**src/include/tbas_defines.svh**
```systemverilog
// Constants of the tilt ball auto shut-off block: timing, counts and encodings.
`ifndef TBAS_DEFINES_SVH
`define TBAS_DEFINES_SVH

// ****************************************************************
// Clock and sampling
// ****************************************************************
`define TBAS_CLK_MHZ        200
`define TBAS_SAMPLE_US      15600
`define TBAS_SAMPLE_CYC     (`TBAS_SAMPLE_US * `TBAS_CLK_MHZ)
`define TBAS_TICK_W         16
`define TBAS_TICK_MAX       16'hFFFF
`define TBAS_DELAY_NEVER    16'hFFFF
`define TBAS_STABLE_MATCHES 2'h2
`define TBAS_BLINK_HALF     16'h0020

// Seconds to whole sample ticks, rounded up.
`define TBAS_S2TICKS(s)     (((s) * 1000000 + `TBAS_SAMPLE_US - 1) / `TBAS_SAMPLE_US)

// ****************************************************************
// Supply monitor and driver timing
// ****************************************************************
`define TBAS_POR_FILT_US    7800
`define TBAS_POR_FILT_CYC   (`TBAS_POR_FILT_US * `TBAS_CLK_MHZ)
`define TBAS_BOOST_US       7800
`define TBAS_BOOST_CYC      (`TBAS_BOOST_US * `TBAS_CLK_MHZ)
`define TBAS_PWM_FREQ_HZ    20480
`define TBAS_PWM_PERIOD_CYC ((`TBAS_CLK_MHZ * 1000000) / `TBAS_PWM_FREQ_HZ)

// ****************************************************************
// Duty cycles in per mille, normal and boosted
// ****************************************************************
`define TBAS_DUTY_00        144
`define TBAS_DUTY_01        280
`define TBAS_DUTY_10        160
`define TBAS_DUTY_11        310
`define TBAS_BOOST_00       280
`define TBAS_BOOST_01       430
`define TBAS_BOOST_10       310
`define TBAS_BOOST_11       480

// ****************************************************************
// Still delay and extra blink delay choices in seconds
// ****************************************************************
`define TBAS_STILL_SEL_30S  3'h0
`define TBAS_STILL_SEL_1M   3'h1
`define TBAS_STILL_SEL_2M   3'h2
`define TBAS_STILL_SEL_4M   3'h3
`define TBAS_STILL_SEL_8M   3'h4
`define TBAS_STILL_SEL_10M  3'h5
`define TBAS_EXTRA_SEL_4M   2'h1
`define TBAS_EXTRA_SEL_8M   2'h2
`define TBAS_SEC_30S        30
`define TBAS_SEC_1M         60
`define TBAS_SEC_2M         120
`define TBAS_SEC_4M         240
`define TBAS_SEC_8M         480
`define TBAS_SEC_10M        600

`endif

```
**src/include/tbas_pkg.sv**
```systemverilog
// Types and shared decoding of the tilt ball auto shut-off block.
`include "tbas_defines.svh"

package tbas_pkg;

   // Validated or raw ball position.
   typedef enum logic [1:0] {POS_NONE, POS_UP, POS_LEVEL, POS_DOWN} tbas_pos_t;

   // High time of one driver period for a duty select, boosted or not.
   function automatic logic [13:0] duty_high(input logic [1:0] sel,
                                             input logic       boost,
                                             input int unsigned period);
      int unsigned pm;
      pm = 0;
      unique case (sel)
         2'h0: pm = boost ? `TBAS_BOOST_00 : `TBAS_DUTY_00;
         2'h1: pm = boost ? `TBAS_BOOST_01 : `TBAS_DUTY_01;
         2'h2: pm = boost ? `TBAS_BOOST_10 : `TBAS_DUTY_10;
         2'h3: pm = boost ? `TBAS_BOOST_11 : `TBAS_DUTY_11;
      endcase
      return 14'((period * pm) / 1000);
   endfunction

   // Map comparator hits to a position; no or multiple hits are between.
   function automatic tbas_pos_t classify(input logic [2:0] hits);
      tbas_pos_t p;
      p = POS_NONE;
      unique case (hits)
         3'h1:    p = POS_DOWN;
         3'h2:    p = POS_LEVEL;
         3'h4:    p = POS_UP;
         default: p = POS_NONE;
      endcase
      return p;
   endfunction

   // Still delay choice in sample ticks.
   function automatic logic [15:0] still_ticks(input logic [2:0] sel);
      logic [15:0] t;
      t = 16'(`TBAS_S2TICKS(`TBAS_SEC_10M));
      unique case (sel)
         `TBAS_STILL_SEL_30S: t = 16'(`TBAS_S2TICKS(`TBAS_SEC_30S));
         `TBAS_STILL_SEL_1M:  t = 16'(`TBAS_S2TICKS(`TBAS_SEC_1M));
         `TBAS_STILL_SEL_2M:  t = 16'(`TBAS_S2TICKS(`TBAS_SEC_2M));
         `TBAS_STILL_SEL_4M:  t = 16'(`TBAS_S2TICKS(`TBAS_SEC_4M));
         `TBAS_STILL_SEL_8M:  t = 16'(`TBAS_S2TICKS(`TBAS_SEC_8M));
         default:             t = 16'(`TBAS_S2TICKS(`TBAS_SEC_10M));
      endcase
      return t;
   endfunction

   // Extra blink delay choice in sample ticks.
   function automatic logic [15:0] extra_ticks(input logic [1:0] sel);
      logic [15:0] t;
      t = 16'h0000;
      unique case (sel)
         `TBAS_EXTRA_SEL_4M: t = 16'(`TBAS_S2TICKS(`TBAS_SEC_4M));
         `TBAS_EXTRA_SEL_8M: t = 16'(`TBAS_S2TICKS(`TBAS_SEC_8M));
         default:            t = 16'h0000;
      endcase
      return t;
   endfunction

endpackage

```
**src/include/tbas_drv_if.sv**
```systemverilog
// Control and output of one pulsed output driver channel.
`timescale 1ns/1ps

interface tbas_drv_if;
   logic       on;
   logic [1:0] duty_sel;
   logic       pulse;

   modport ctl (output on, output duty_sel, input pulse);
   modport drv (input on, input duty_sel, output pulse);
endinterface

```
**src/verilog/tbas_pulse_drv.sv**
```systemverilog
// Pulsed driver channel with a boosted duty right after switch-on.
`timescale 1ns/1ps
`include "tbas_defines.svh"

module tbas_pulse_drv #(
   parameter int unsigned PERIOD_CYC = `TBAS_PWM_PERIOD_CYC,
   parameter int unsigned BOOST_CYC  = `TBAS_BOOST_CYC
) (
   // Clock and reset
   input  wire logic   ref_clk,
   input  wire logic   rst_b,
   // Channel
   tbas_drv_if.drv     ch
);

   logic [13:0] per_r;
   logic [20:0] boost_r;
   logic        on_r;
   logic        pulse_r;
   logic [13:0] high_cyc;

   // ****************************************************************
   // Period counter, free running at the driver frequency
   // ****************************************************************
   always_ff @(posedge ref_clk)
   begin
      if (!rst_b || per_r == 14'(PERIOD_CYC - 1))
         per_r <= 14'h0000;
      else
         per_r <= per_r + 14'h0001;
   end

   // ****************************************************************
   // Boost window, started when the output is switched on
   // ****************************************************************
   // A fresh switch-on gives the coil extra energy to move the contact.
   always_ff @(posedge ref_clk)
   begin
      if (!rst_b)
      begin
         on_r    <= 1'b0;
         boost_r <= 21'h000000;
      end
      else
      begin
         on_r <= ch.on;
         if (ch.on && !on_r)
            boost_r <= 21'(BOOST_CYC);
         else if (!ch.on)
            boost_r <= 21'h000000;
         else if (boost_r != 21'h000000)
            boost_r <= boost_r - 21'h000001;
      end
   end

   assign high_cyc = tbas_pkg::duty_high(ch.duty_sel, boost_r != 21'h000000, PERIOD_CYC);

   // Pulse comes from a flop so the pin never glitches on decode.
   always_ff @(posedge ref_clk)
   begin
      if (!rst_b)
         pulse_r <= 1'b0;
      else
         pulse_r <= ch.on && (per_r < high_cyc);
   end

   assign ch.pulse = pulse_r;

endmodule

```
**src/verilog/tbas_top.sv**
```systemverilog
// Evaluation logic of the tilt ball auto shut-off controller.
// Operation
// - Sample ball position every 15.6 ms.
// - Three comparators classify up, level or down.
// - Position valid after three equal samples.
// - Position mode: shut off after state delay.
// - Any validated position change restarts timing.
// - Shut-off drives the relay output.
// - Leave shut-off on new position or movement.
// - Movement flag when sample differs from previous.
// - Movement mode: shut off after still delay.
// - Up state holds while ball stays there.
// - Lamp output shows shut-off state.
// - Outputs pulsed at 20.48 kHz, boosted start.
// - Supply monitor with 7.8 ms reset filter.
// - Selectable still delay and extra blink delay.
`timescale 1ns/1ps
`include "tbas_defines.svh"

module tbas_top #(
   parameter int unsigned SAMPLE_CYC     = `TBAS_SAMPLE_CYC,
   parameter int unsigned POR_FILT_CYC   = `TBAS_POR_FILT_CYC,
   parameter int unsigned PWM_PERIOD_CYC = `TBAS_PWM_PERIOD_CYC,
   parameter int unsigned BOOST_CYC      = `TBAS_BOOST_CYC
) (
   // Clock and reset
   input  wire logic        ref_clk,
   input  wire logic        rst_b,
   // Supply monitor
   input  wire logic        supply_low_threshold,
   input  wire logic        supply_high_threshold,
   // Comparator hits: bit 0 front, bit 1 middle, bit 2 end
   input  wire logic [2:0]  cmp_hits,
   // Static configuration
   input  wire logic        mode_movement,
   input  wire logic [15:0] horiz_delay,
   input  wire logic [15:0] vert_up_delay,
   input  wire logic [15:0] vert_down_delay,
   input  wire logic [2:0]  still_delay_sel,
   input  wire logic [1:0]  blink_extra_delay_sel,
   input  wire logic        duty_sel_hi,
   input  wire logic        duty_sel_lo,
   // Drivers
   output logic             relay_drive,
   output logic             lamp_drive,
   // Status
   output logic             in_reset,
   output logic             shutoff_active,
   output logic             up_state,
   output logic             level_state,
   output logic             down_state,
   output logic             move_seen
);

   // ****************************************************************
   // Declarations
   // ****************************************************************
   logic [21:0]             div_r;
   logic                    tick_r;
   logic [20:0]             low_cnt_r;
   logic                    in_reset_r;
   logic                    clr;
   tbas_pkg::tbas_pos_t     raw_pos;
   tbas_pkg::tbas_pos_t     samp_pos_r;
   tbas_pkg::tbas_pos_t     valid_pos_r;
   tbas_pkg::tbas_pos_t     cause_r;
   logic [1:0]              same_cnt_r;
   logic                    move_r;
   logic                    change;
   logic [15:0]             still_r;
   logic [15:0]             extra_r;
   logic [15:0]             blink_r;
   logic                    blink_ph_r;
   logic                    shut_r;
   logic [15:0]             dly [3];
   logic [2:0]              expired;
   logic                    still_done;
   logic                    extra_done;

   tbas_drv_if relay_if ();
   tbas_drv_if lamp_if ();

   // ****************************************************************
   // Sample tick divider
   // ****************************************************************
   always_ff @(posedge ref_clk)
   begin
      if (!rst_b || div_r == 22'(SAMPLE_CYC - 1))
         div_r <= 22'h000000;
      else
         div_r <= div_r + 22'h000001;
   end

   always_ff @(posedge ref_clk)
   begin
      if (!rst_b)
         tick_r <= 1'b0;
      else
         tick_r <= (div_r == 22'(SAMPLE_CYC - 1));
   end

   // ****************************************************************
   // Supply reset state
   // ****************************************************************
   // Short dips are ignored so mains ripple does not restart the block.
   always_ff @(posedge ref_clk)
   begin
      if (!rst_b)
      begin
         in_reset_r <= 1'b1;
         low_cnt_r  <= 21'h000000;
      end
      else if (supply_high_threshold)
      begin
         in_reset_r <= 1'b0;
         low_cnt_r  <= 21'h000000;
      end
      else if (supply_low_threshold)
      begin
         if (low_cnt_r == 21'(POR_FILT_CYC))
            in_reset_r <= 1'b1;
         else
            low_cnt_r <= low_cnt_r + 21'h000001;
      end
      else
         low_cnt_r <= 21'h000000;
   end

   assign clr     = !rst_b || in_reset_r;
   assign raw_pos = tbas_pkg::classify(cmp_hits);
   assign change  = tick_r && (raw_pos != samp_pos_r);

   // ****************************************************************
   // Sampling, debounce and movement flag
   // ****************************************************************
   always_ff @(posedge ref_clk)
   begin
      if (clr)
      begin
         samp_pos_r  <= tbas_pkg::POS_NONE;
         valid_pos_r <= tbas_pkg::POS_NONE;
         same_cnt_r  <= 2'h0;
         move_r      <= 1'b0;
      end
      else
      begin
         move_r <= change;
         if (tick_r)
         begin
            samp_pos_r <= raw_pos;
            if (raw_pos != samp_pos_r)
               same_cnt_r <= 2'h0;
            else if (same_cnt_r != `TBAS_STABLE_MATCHES)
               same_cnt_r <= same_cnt_r + 2'h1;
            // Third equal sample in a row; a held position stays valid.
            if (raw_pos == samp_pos_r && same_cnt_r != 2'h0)
               valid_pos_r <= raw_pos;
         end
      end
   end

   // ****************************************************************
   // Per state delay counters
   // ****************************************************************
   assign dly[0] = vert_up_delay;
   assign dly[1] = horiz_delay;
   assign dly[2] = vert_down_delay;

   for (genvar i = 0; i < 3; i++)
   begin : g_state
      localparam tbas_pkg::tbas_pos_t CODE = tbas_pkg::tbas_pos_t'(i + 1);
      logic [15:0] cnt_r;

      always_ff @(posedge ref_clk)
      begin
         if (clr || valid_pos_r != CODE)
            cnt_r <= 16'h0000;
         else if (tick_r && cnt_r != `TBAS_TICK_MAX)
            cnt_r <= cnt_r + 16'h0001;
      end

      // All ones marks a state that never shuts off.
      assign expired[i] = (valid_pos_r == CODE) && (dly[i] != `TBAS_DELAY_NEVER)
                          && (cnt_r > dly[i]);
   end

   // ****************************************************************
   // Still timer for movement operation
   // ****************************************************************
   always_ff @(posedge ref_clk)
   begin
      if (clr || change)
         still_r <= 16'h0000;
      else if (tick_r && still_r != `TBAS_TICK_MAX)
         still_r <= still_r + 16'h0001;
   end

   assign still_done = still_r >= tbas_pkg::still_ticks(still_delay_sel);

   // ****************************************************************
   // Shut-off state
   // ****************************************************************
   always_ff @(posedge ref_clk)
   begin
      if (clr)
      begin
         shut_r  <= 1'b0;
         cause_r <= tbas_pkg::POS_NONE;
      end
      else if (!shut_r)
      begin
         if (mode_movement ? still_done : (|expired))
         begin
            shut_r  <= 1'b1;
            cause_r <= valid_pos_r;
         end
      end
      else if (mode_movement ? change : (valid_pos_r != cause_r))
         shut_r <= 1'b0;
   end

   // ****************************************************************
   // Lamp pattern: steady during the extra delay, then blinking
   // ****************************************************************
   always_ff @(posedge ref_clk)
   begin
      if (clr || !shut_r || !mode_movement || cause_r != tbas_pkg::POS_UP)
         extra_r <= 16'h0000;
      else if (tick_r && !extra_done)
         extra_r <= extra_r + 16'h0001;
   end

   // Only an upright shut-off in movement operation holds the lamp steady first.
   assign extra_done = !mode_movement || cause_r != tbas_pkg::POS_UP
                       || extra_r >= tbas_pkg::extra_ticks(blink_extra_delay_sel);

   // Blink phase restarts at each shut-off so the first phase is lit.
   always_ff @(posedge ref_clk)
   begin
      if (clr || !shut_r)
      begin
         blink_r    <= 16'h0000;
         blink_ph_r <= 1'b1;
      end
      else if (tick_r && extra_done)
      begin
         if (blink_r == `TBAS_BLINK_HALF - 16'h0001)
         begin
            blink_r    <= 16'h0000;
            blink_ph_r <= !blink_ph_r;
         end
         else
            blink_r <= blink_r + 16'h0001;
      end
   end

   // ****************************************************************
   // Output drivers
   // ****************************************************************
   assign relay_if.on       = shut_r;
   assign relay_if.duty_sel = {duty_sel_hi, duty_sel_lo};
   assign lamp_if.on        = shut_r && (!extra_done || blink_ph_r);
   assign lamp_if.duty_sel  = {duty_sel_hi, duty_sel_lo};

   tbas_pulse_drv #(
      .PERIOD_CYC (PWM_PERIOD_CYC),
      .BOOST_CYC  (BOOST_CYC)
   ) u_relay (
      .ref_clk (ref_clk),
      .rst_b   (rst_b),
      .ch      (relay_if.drv)
   );

   tbas_pulse_drv #(
      .PERIOD_CYC (PWM_PERIOD_CYC),
      .BOOST_CYC  (BOOST_CYC)
   ) u_lamp (
      .ref_clk (ref_clk),
      .rst_b   (rst_b),
      .ch      (lamp_if.drv)
   );

   assign relay_drive    = relay_if.pulse;
   assign lamp_drive     = lamp_if.pulse;
   assign in_reset       = in_reset_r;
   assign shutoff_active = shut_r;
   assign up_state       = valid_pos_r == tbas_pkg::POS_UP;
   assign level_state    = valid_pos_r == tbas_pkg::POS_LEVEL;
   assign down_state     = valid_pos_r == tbas_pkg::POS_DOWN;
   assign move_seen      = move_r;

endmodule

```
**config.mk**
```make
export PLATFORM = sky130hd
export DESIGN_NAME = tbas_top
export DESIGN_NICKNAME = d
export VERILOG_FILES = /design/src/include/tbas_pkg.sv /design/src/include/tbas_drv_if.sv /design/src/verilog/tbas_pulse_drv.sv /design/src/verilog/tbas_top.sv
export VERILOG_INCLUDE_DIRS = /design/src /design/src/include
export SDC_FILE = /design/constraint.sdc
export NUM_CORES = 1
export LEC_CHECK = 0
export BUFFER_PORTS_ARGS = -buffer_cell sky130_fd_sc_hd__buf_2
export CORE_MARGIN = 2
export CORE_UTILIZATION = 55
export DETAILED_ROUTE_END_ITERATION = 6
export PLACE_DENSITY_LB_ADDON = 0.08
export SYNTH_ARGS = -nofsm -noshare
export SYNTH_HDL_FRONTEND = slang
export SYNTH_SLANG_ARGS = --single-unit
```
**constraint.sdc**
```tcl
create_clock -name ref_clk -period 31.3 [get_ports ref_clk]
set_clock_uncertainty 0.15 [all_clocks]
set_input_delay 3.13 -clock ref_clk [delete_from_list [all_inputs] [get_ports ref_clk]]
set_output_delay 3.13 -clock ref_clk [all_outputs]
set_load 0.02 [all_outputs]
```
# Yosys cells after proc, flatten, opt, wreduce, memory -nomap -nowiden
# Index checks and enable logic that the tools add are counted.
# op_classes
add_sub_neg,13
multipliers,2
n_div,2
n_lt_le_gt_ge,7
n_eq_ne,37
muxes,30
bitwise,4
n_reduce_logical,57
# op_table
op,count
$pmux W32 S4,2
$mux W21,6
$ne A16 B16 Y1 const B,7
$add A16 B1 Y16 const B,6
$pmux W16 S5,1
$div A32 B10 Y32 const B,2
$mul A14 B32 Y32 const A,2
$gt A16 B16 Y1,3
$reduce_bool A21 Y1,2
$sub A21 B1 Y21 const B,2
$mux W9,4
$ge A16 B16 Y1,2
$mux W8,4
$pmux W15 S2,1
$add A14 B1 Y14 const B,2
$eq A14 B14 Y1 const B,2
$lt A14 B14 Y1,2
$add A22 B1 Y22 const B,1
$eq A22 B22 Y1 const B,1
$add A21 B1 Y21 const B,1
$eq A21 B21 Y1 const B,1
$logic_and A1 B1 Y1,19
$eq A16 B5 Y1 const B,1
$mux W16,1
other kinds (23),77
# totals
reg_bits,226
input_bits,63
out_inout_bits,8
elab_cells,179

# Logic depth before layout (Yosys ltp)
# logic_depth
depth_word,9
mapped_depth,75
depth_no_buf,66

# Hierarchy
# From an unflattened synthesis, not the netlist that was laid out.
# unflattened
hier_cells,3331
area_unflattened_um2,25983.7
# modules_own_cells
mod,n_inst,cells_each,area_each_um2,seq_area_each_um2
tbas_pulse_drv,2,1122,8544.4,740.7
tbas_top,1,1087,8894.8,3042.9

# Worst setup path before layout
# Ideal clock, no wire load.
# synth_timing
path_kind,in2reg
start,input port duty_sel_lo
end,"register u_lamp.pulse_r, in the netlist u_lamp.ch.pulse"
setup_time_ps,80
arrival_time_ps,17216
setup_slack_ps,13854
stages,63
path_buffers,6
cell_sequence,or2_2 -> clkbuf_1 -> inv_1 -> a21oi_1 -> ha_1 -> ha_1 -> ha_1 -> inv_1 -> fa_1 -> inv_1 -> ha_1 -> ha_1 -> ha_1 -> buf_2 -> nand4_1 -> or3_1 -> and2_1 -> o21ai_2 -> (+27 left out) -> nand4_1 -> o211ai_2 -> nand3_2 -> o311ai_2 -> a2bb2o_1 -> a2111o_1 -> a41o_1 -> buf_6 -> mux2i_1 -> a221oi_1 -> o31ai_2 -> inv_1 -> ha_1 -> a21oi_1 -> nand2_1 -> a21oi_1 -> nand2_1 -> a211oi_2
# synth_between
elab_chain_len,6
# synth_rtl
element,line,rtl
start: declaration,tbas_top.sv:42,"input wire logic duty_sel_lo,"
$eq A2 B2 Y1 (tied with other cells),tbas_pkg.sv:15,unique case (sel)
$pmux W32 S4 (*),tbas_pkg.sv:15,
$mul A14 B32 Y32 (*),tbas_pkg.sv:21,return 14'((period * pm) / 1000);
$div A32 B10 Y32 (*),tbas_pkg.sv:21,
$lt A14 B14 Y1 (*),tbas_pulse_drv.sv:64,pulse_r <= ch.on && (per_r < high_cyc);
$logic_and A1 B1 Y1 (*),tbas_pulse_drv.sv:64,
end signal: assignment,tbas_pulse_drv.sv:64,
end: declaration,tbas_pulse_drv.sv:19,logic pulse_r;
# Mark *: on every way between the ends. The rest lies on a longest branch, timed or not. The select of a mux whose other input is x is not followed.
# A chain may end at the register's enable or synchronous reset.

# Final worst setup path
# layout_timing
start,input port duty_sel_lo
end,"register u_relay.pulse_r, in the netlist u_relay.ch.pulse"
# layout_between
elab_chain_len,6
# layout_rtl
element,line
$eq A2 B2 Y1 (tied with other cells),tbas_pkg.sv:15
$pmux W32 S4 (*),tbas_pkg.sv:15
$mul A14 B32 Y32 (*),tbas_pkg.sv:21
$div A32 B10 Y32 (*),tbas_pkg.sv:21
$lt A14 B14 Y1 (*),tbas_pulse_drv.sv:64
$logic_and A1 B1 Y1 (*),tbas_pulse_drv.sv:64
end signal: assignment,tbas_pulse_drv.sv:64
end: declaration,tbas_pulse_drv.sv:19
# Marks and branches as above.

==> results.ini <==
[place]
placed_area_um2=26300
place.gp.congestion=0.919
io_buffers=70
dp_hpwl_um=52100

[synthesis]
synth.net_count=3706
syn_area_um2=25600
synth.distinct_cells=128
syn_inst=3351
yosys.area_share.adder_pct=15.3
synthFlopType=dfxtp_1
synth_area_per_cell_um2=7.63
synth_mux_area_share_pct=2.39
ys_ff_latch=226
yosys-top-cells-area=dfxtp_1 18%, ha_1 13%, nor2_1 5.5%
yosys.area.top_type=dfxtp_1
synth-compound-area-share_pct=24.1
synthSimpleGateAreaFrac_pct=26.6
synth_edf_count=0
ys_seq_area_share_pct=17.7
synth_top_family_by_area=simple AND/OR/NAND/NOR gates
yosys.area_share.xor_xnor_pct=9.52
async_reset_ff_share_pct=0
ys_warn_count=0
yosys.area.top_type_share_pct=17.7

[layout]
layout.nets=3710
final_common_cell=nor2_1
final_area_um2=27100
drive_gt1_share_pct=8.16
area_growth_syn_to_layout_pct=5.78
final_cell_mix=374 x nor2_1, 272 x ha_1, 261 x nand2_1

[routing]
wl_per_cell_um=16.7
drtIter0Drc=1945
drc=1
ant_nets=0
vias=24950
via_per_inst=6.27
drt_first_pass_iters=7
wl_um=66500

[global_routing]
grt_first_pass_wirelength_um=110000
grt_util_met2_pct=46.5
met3_usage_pct=2.19
use_met1_pct=35.6
antenna_found_initial=1
grt_pass1_vias=22944
grt_overflow=0
top_usage_layer=met2
grt_max_degree=22
track_usage_pct=26.6

[clocking]
cts_buffers=25
hold_buffers=0
cts_resized=0
postCtsSetupBuffers=0
tritoncts=built
cts_sinks=226
htree_levels=1
path_clk_slew_ns=0.06
clock_latency_ns=0.53
clockRootBuffer=clkbuf_16
clk_path_buf_depth=3

[die]
die_h_um=220
rows=79
dieArea_um2=48200
die_w_um=220
io_pins=71
core_um2=46300
initial_core_util_pct=55.3

[setup_path]
path_max_fanout=18
arrival_ns=21.15
cp.required_ns=31.57
cp_slowest_cell=o41ai_4
path_class=in2reg
cp-start-kind=primary input
max_stage_delay_ns=1.04
path_delay_family=compound AO/OA/AOI/OAI gates
end_kind=flop
cp.buffers_inverters=4

[outcome]
violations=DRC
status=finished, violations left

[timing]
fin_crit_sh_pct=66.7
fmax_mhz=47.9
hold_ws_ns=0.314
setup_viol=0
slew_headroom_pct=22.4
period_needed_ns=20.88
worst_pin_slew_ns=1.16
setup_tns_ns=0
rsz0062_at_grt=false
hold_viol_final=0
maxSlewViolCount=0

[flow_run]
maxCapViolCount=0

[worst_hold_path]
hold_class=reg2reg

-- flip-flops by register name (all words and copies together) (netlist names), 2 cells and up --
name and flops:
low_cnt_r 21, u_lamp.per_r 14, blink_r 16, u_relay.boost_r 21, samp_pos_r 2, g_state.cnt_r 48
extra_r 16, valid_pos_r 2, div_r 22, still_r 16, cause_r 2, same_cnt_r 2
u_relay.per_r 14, u_lamp.boost_r 21
-- per-layer routing --
layer / wire (um) / part of all wire [%] / up-vias
met2: 31600 / 47 / 640
met1: 30900 / 47 / 11813
li1: - / - / 12372
met5: 13 / 0.020 / -
met4: 1440 / 2.2 / 2
met3: 2540 / 3.8 / 123
-- final cells by class --
cell class | instances | area [um^2]
multi-input cells | 2848 | 19900
diodes | 1 | 2.50
clock inverters | 7 | 62.6
flip-flops and latches | 226 | 4520
repair buffers | 85 | 463
inverters | 169 | 634
clock buffers | 36 | 697
fillers | 4309 | 19200
well taps | 607 | 759
-- cells in the mapped netlist, drive strengths merged, types with 12 or more instances --
cell and n:
nand2 261, and2 49, o21a 21, nor2b 32, a21boi 16, a31oi 39, a221oi 17, dfxtp 226
mux2i 45, nor3 97, o211ai 52, mux2 14, ha 272, nand3 138, nand2b 30, clkbuf 73
nor3b 15, a21o 53, nand4 75, or4 17, o21ai 175, a21oi 209, a211oi 43, xnor2 153
a31o 15, and3 59, fa 20, o2111ai 12, o31ai 27, inv 169, a22oi 12, nor4 45
xor2 122, a211o 17, buf 35, or2 37, or3 71, nor2 377
-- kinds of logic after synthesis --
logic type	count (synthesis)
DFF	226
xor gates and xnor gates	275
adders and majority gates	302
muxes	59
buffers and inverters	277
and+or+nand+nor	1339
AOI/OAI and AO/OA	873
-- worst paths after layout --
path / to / slack, ns / startpoint / cells past startpoint
hold reg to reg: div_r[0] / 0.31 / div_r[0] / 1
setup / recovery: u_relay.ch.pulse / 10.42 / duty_sel_lo / 54
hold / removal: div_r[0] / 0.31 / div_r[0] / 1
setup reg to reg: u_relay.ch.pulse / 11.66 / u_relay.boost_r[4] / 58
-- through the flow --
stage	instances	util (%)	setup WS, ns
after floorplan	3351	-	13.85
after global placement	3935	56.8	10.28
after detailed placement	3935	56.8	10.21
after CTS	3978	58.5	10.69
after global routing	3978	58.5	9.18
final	3979	58.5	10.42
Power is not shown: default switching activity piles up to over one toggle a cycle in this logic, so the estimate is an artifact.
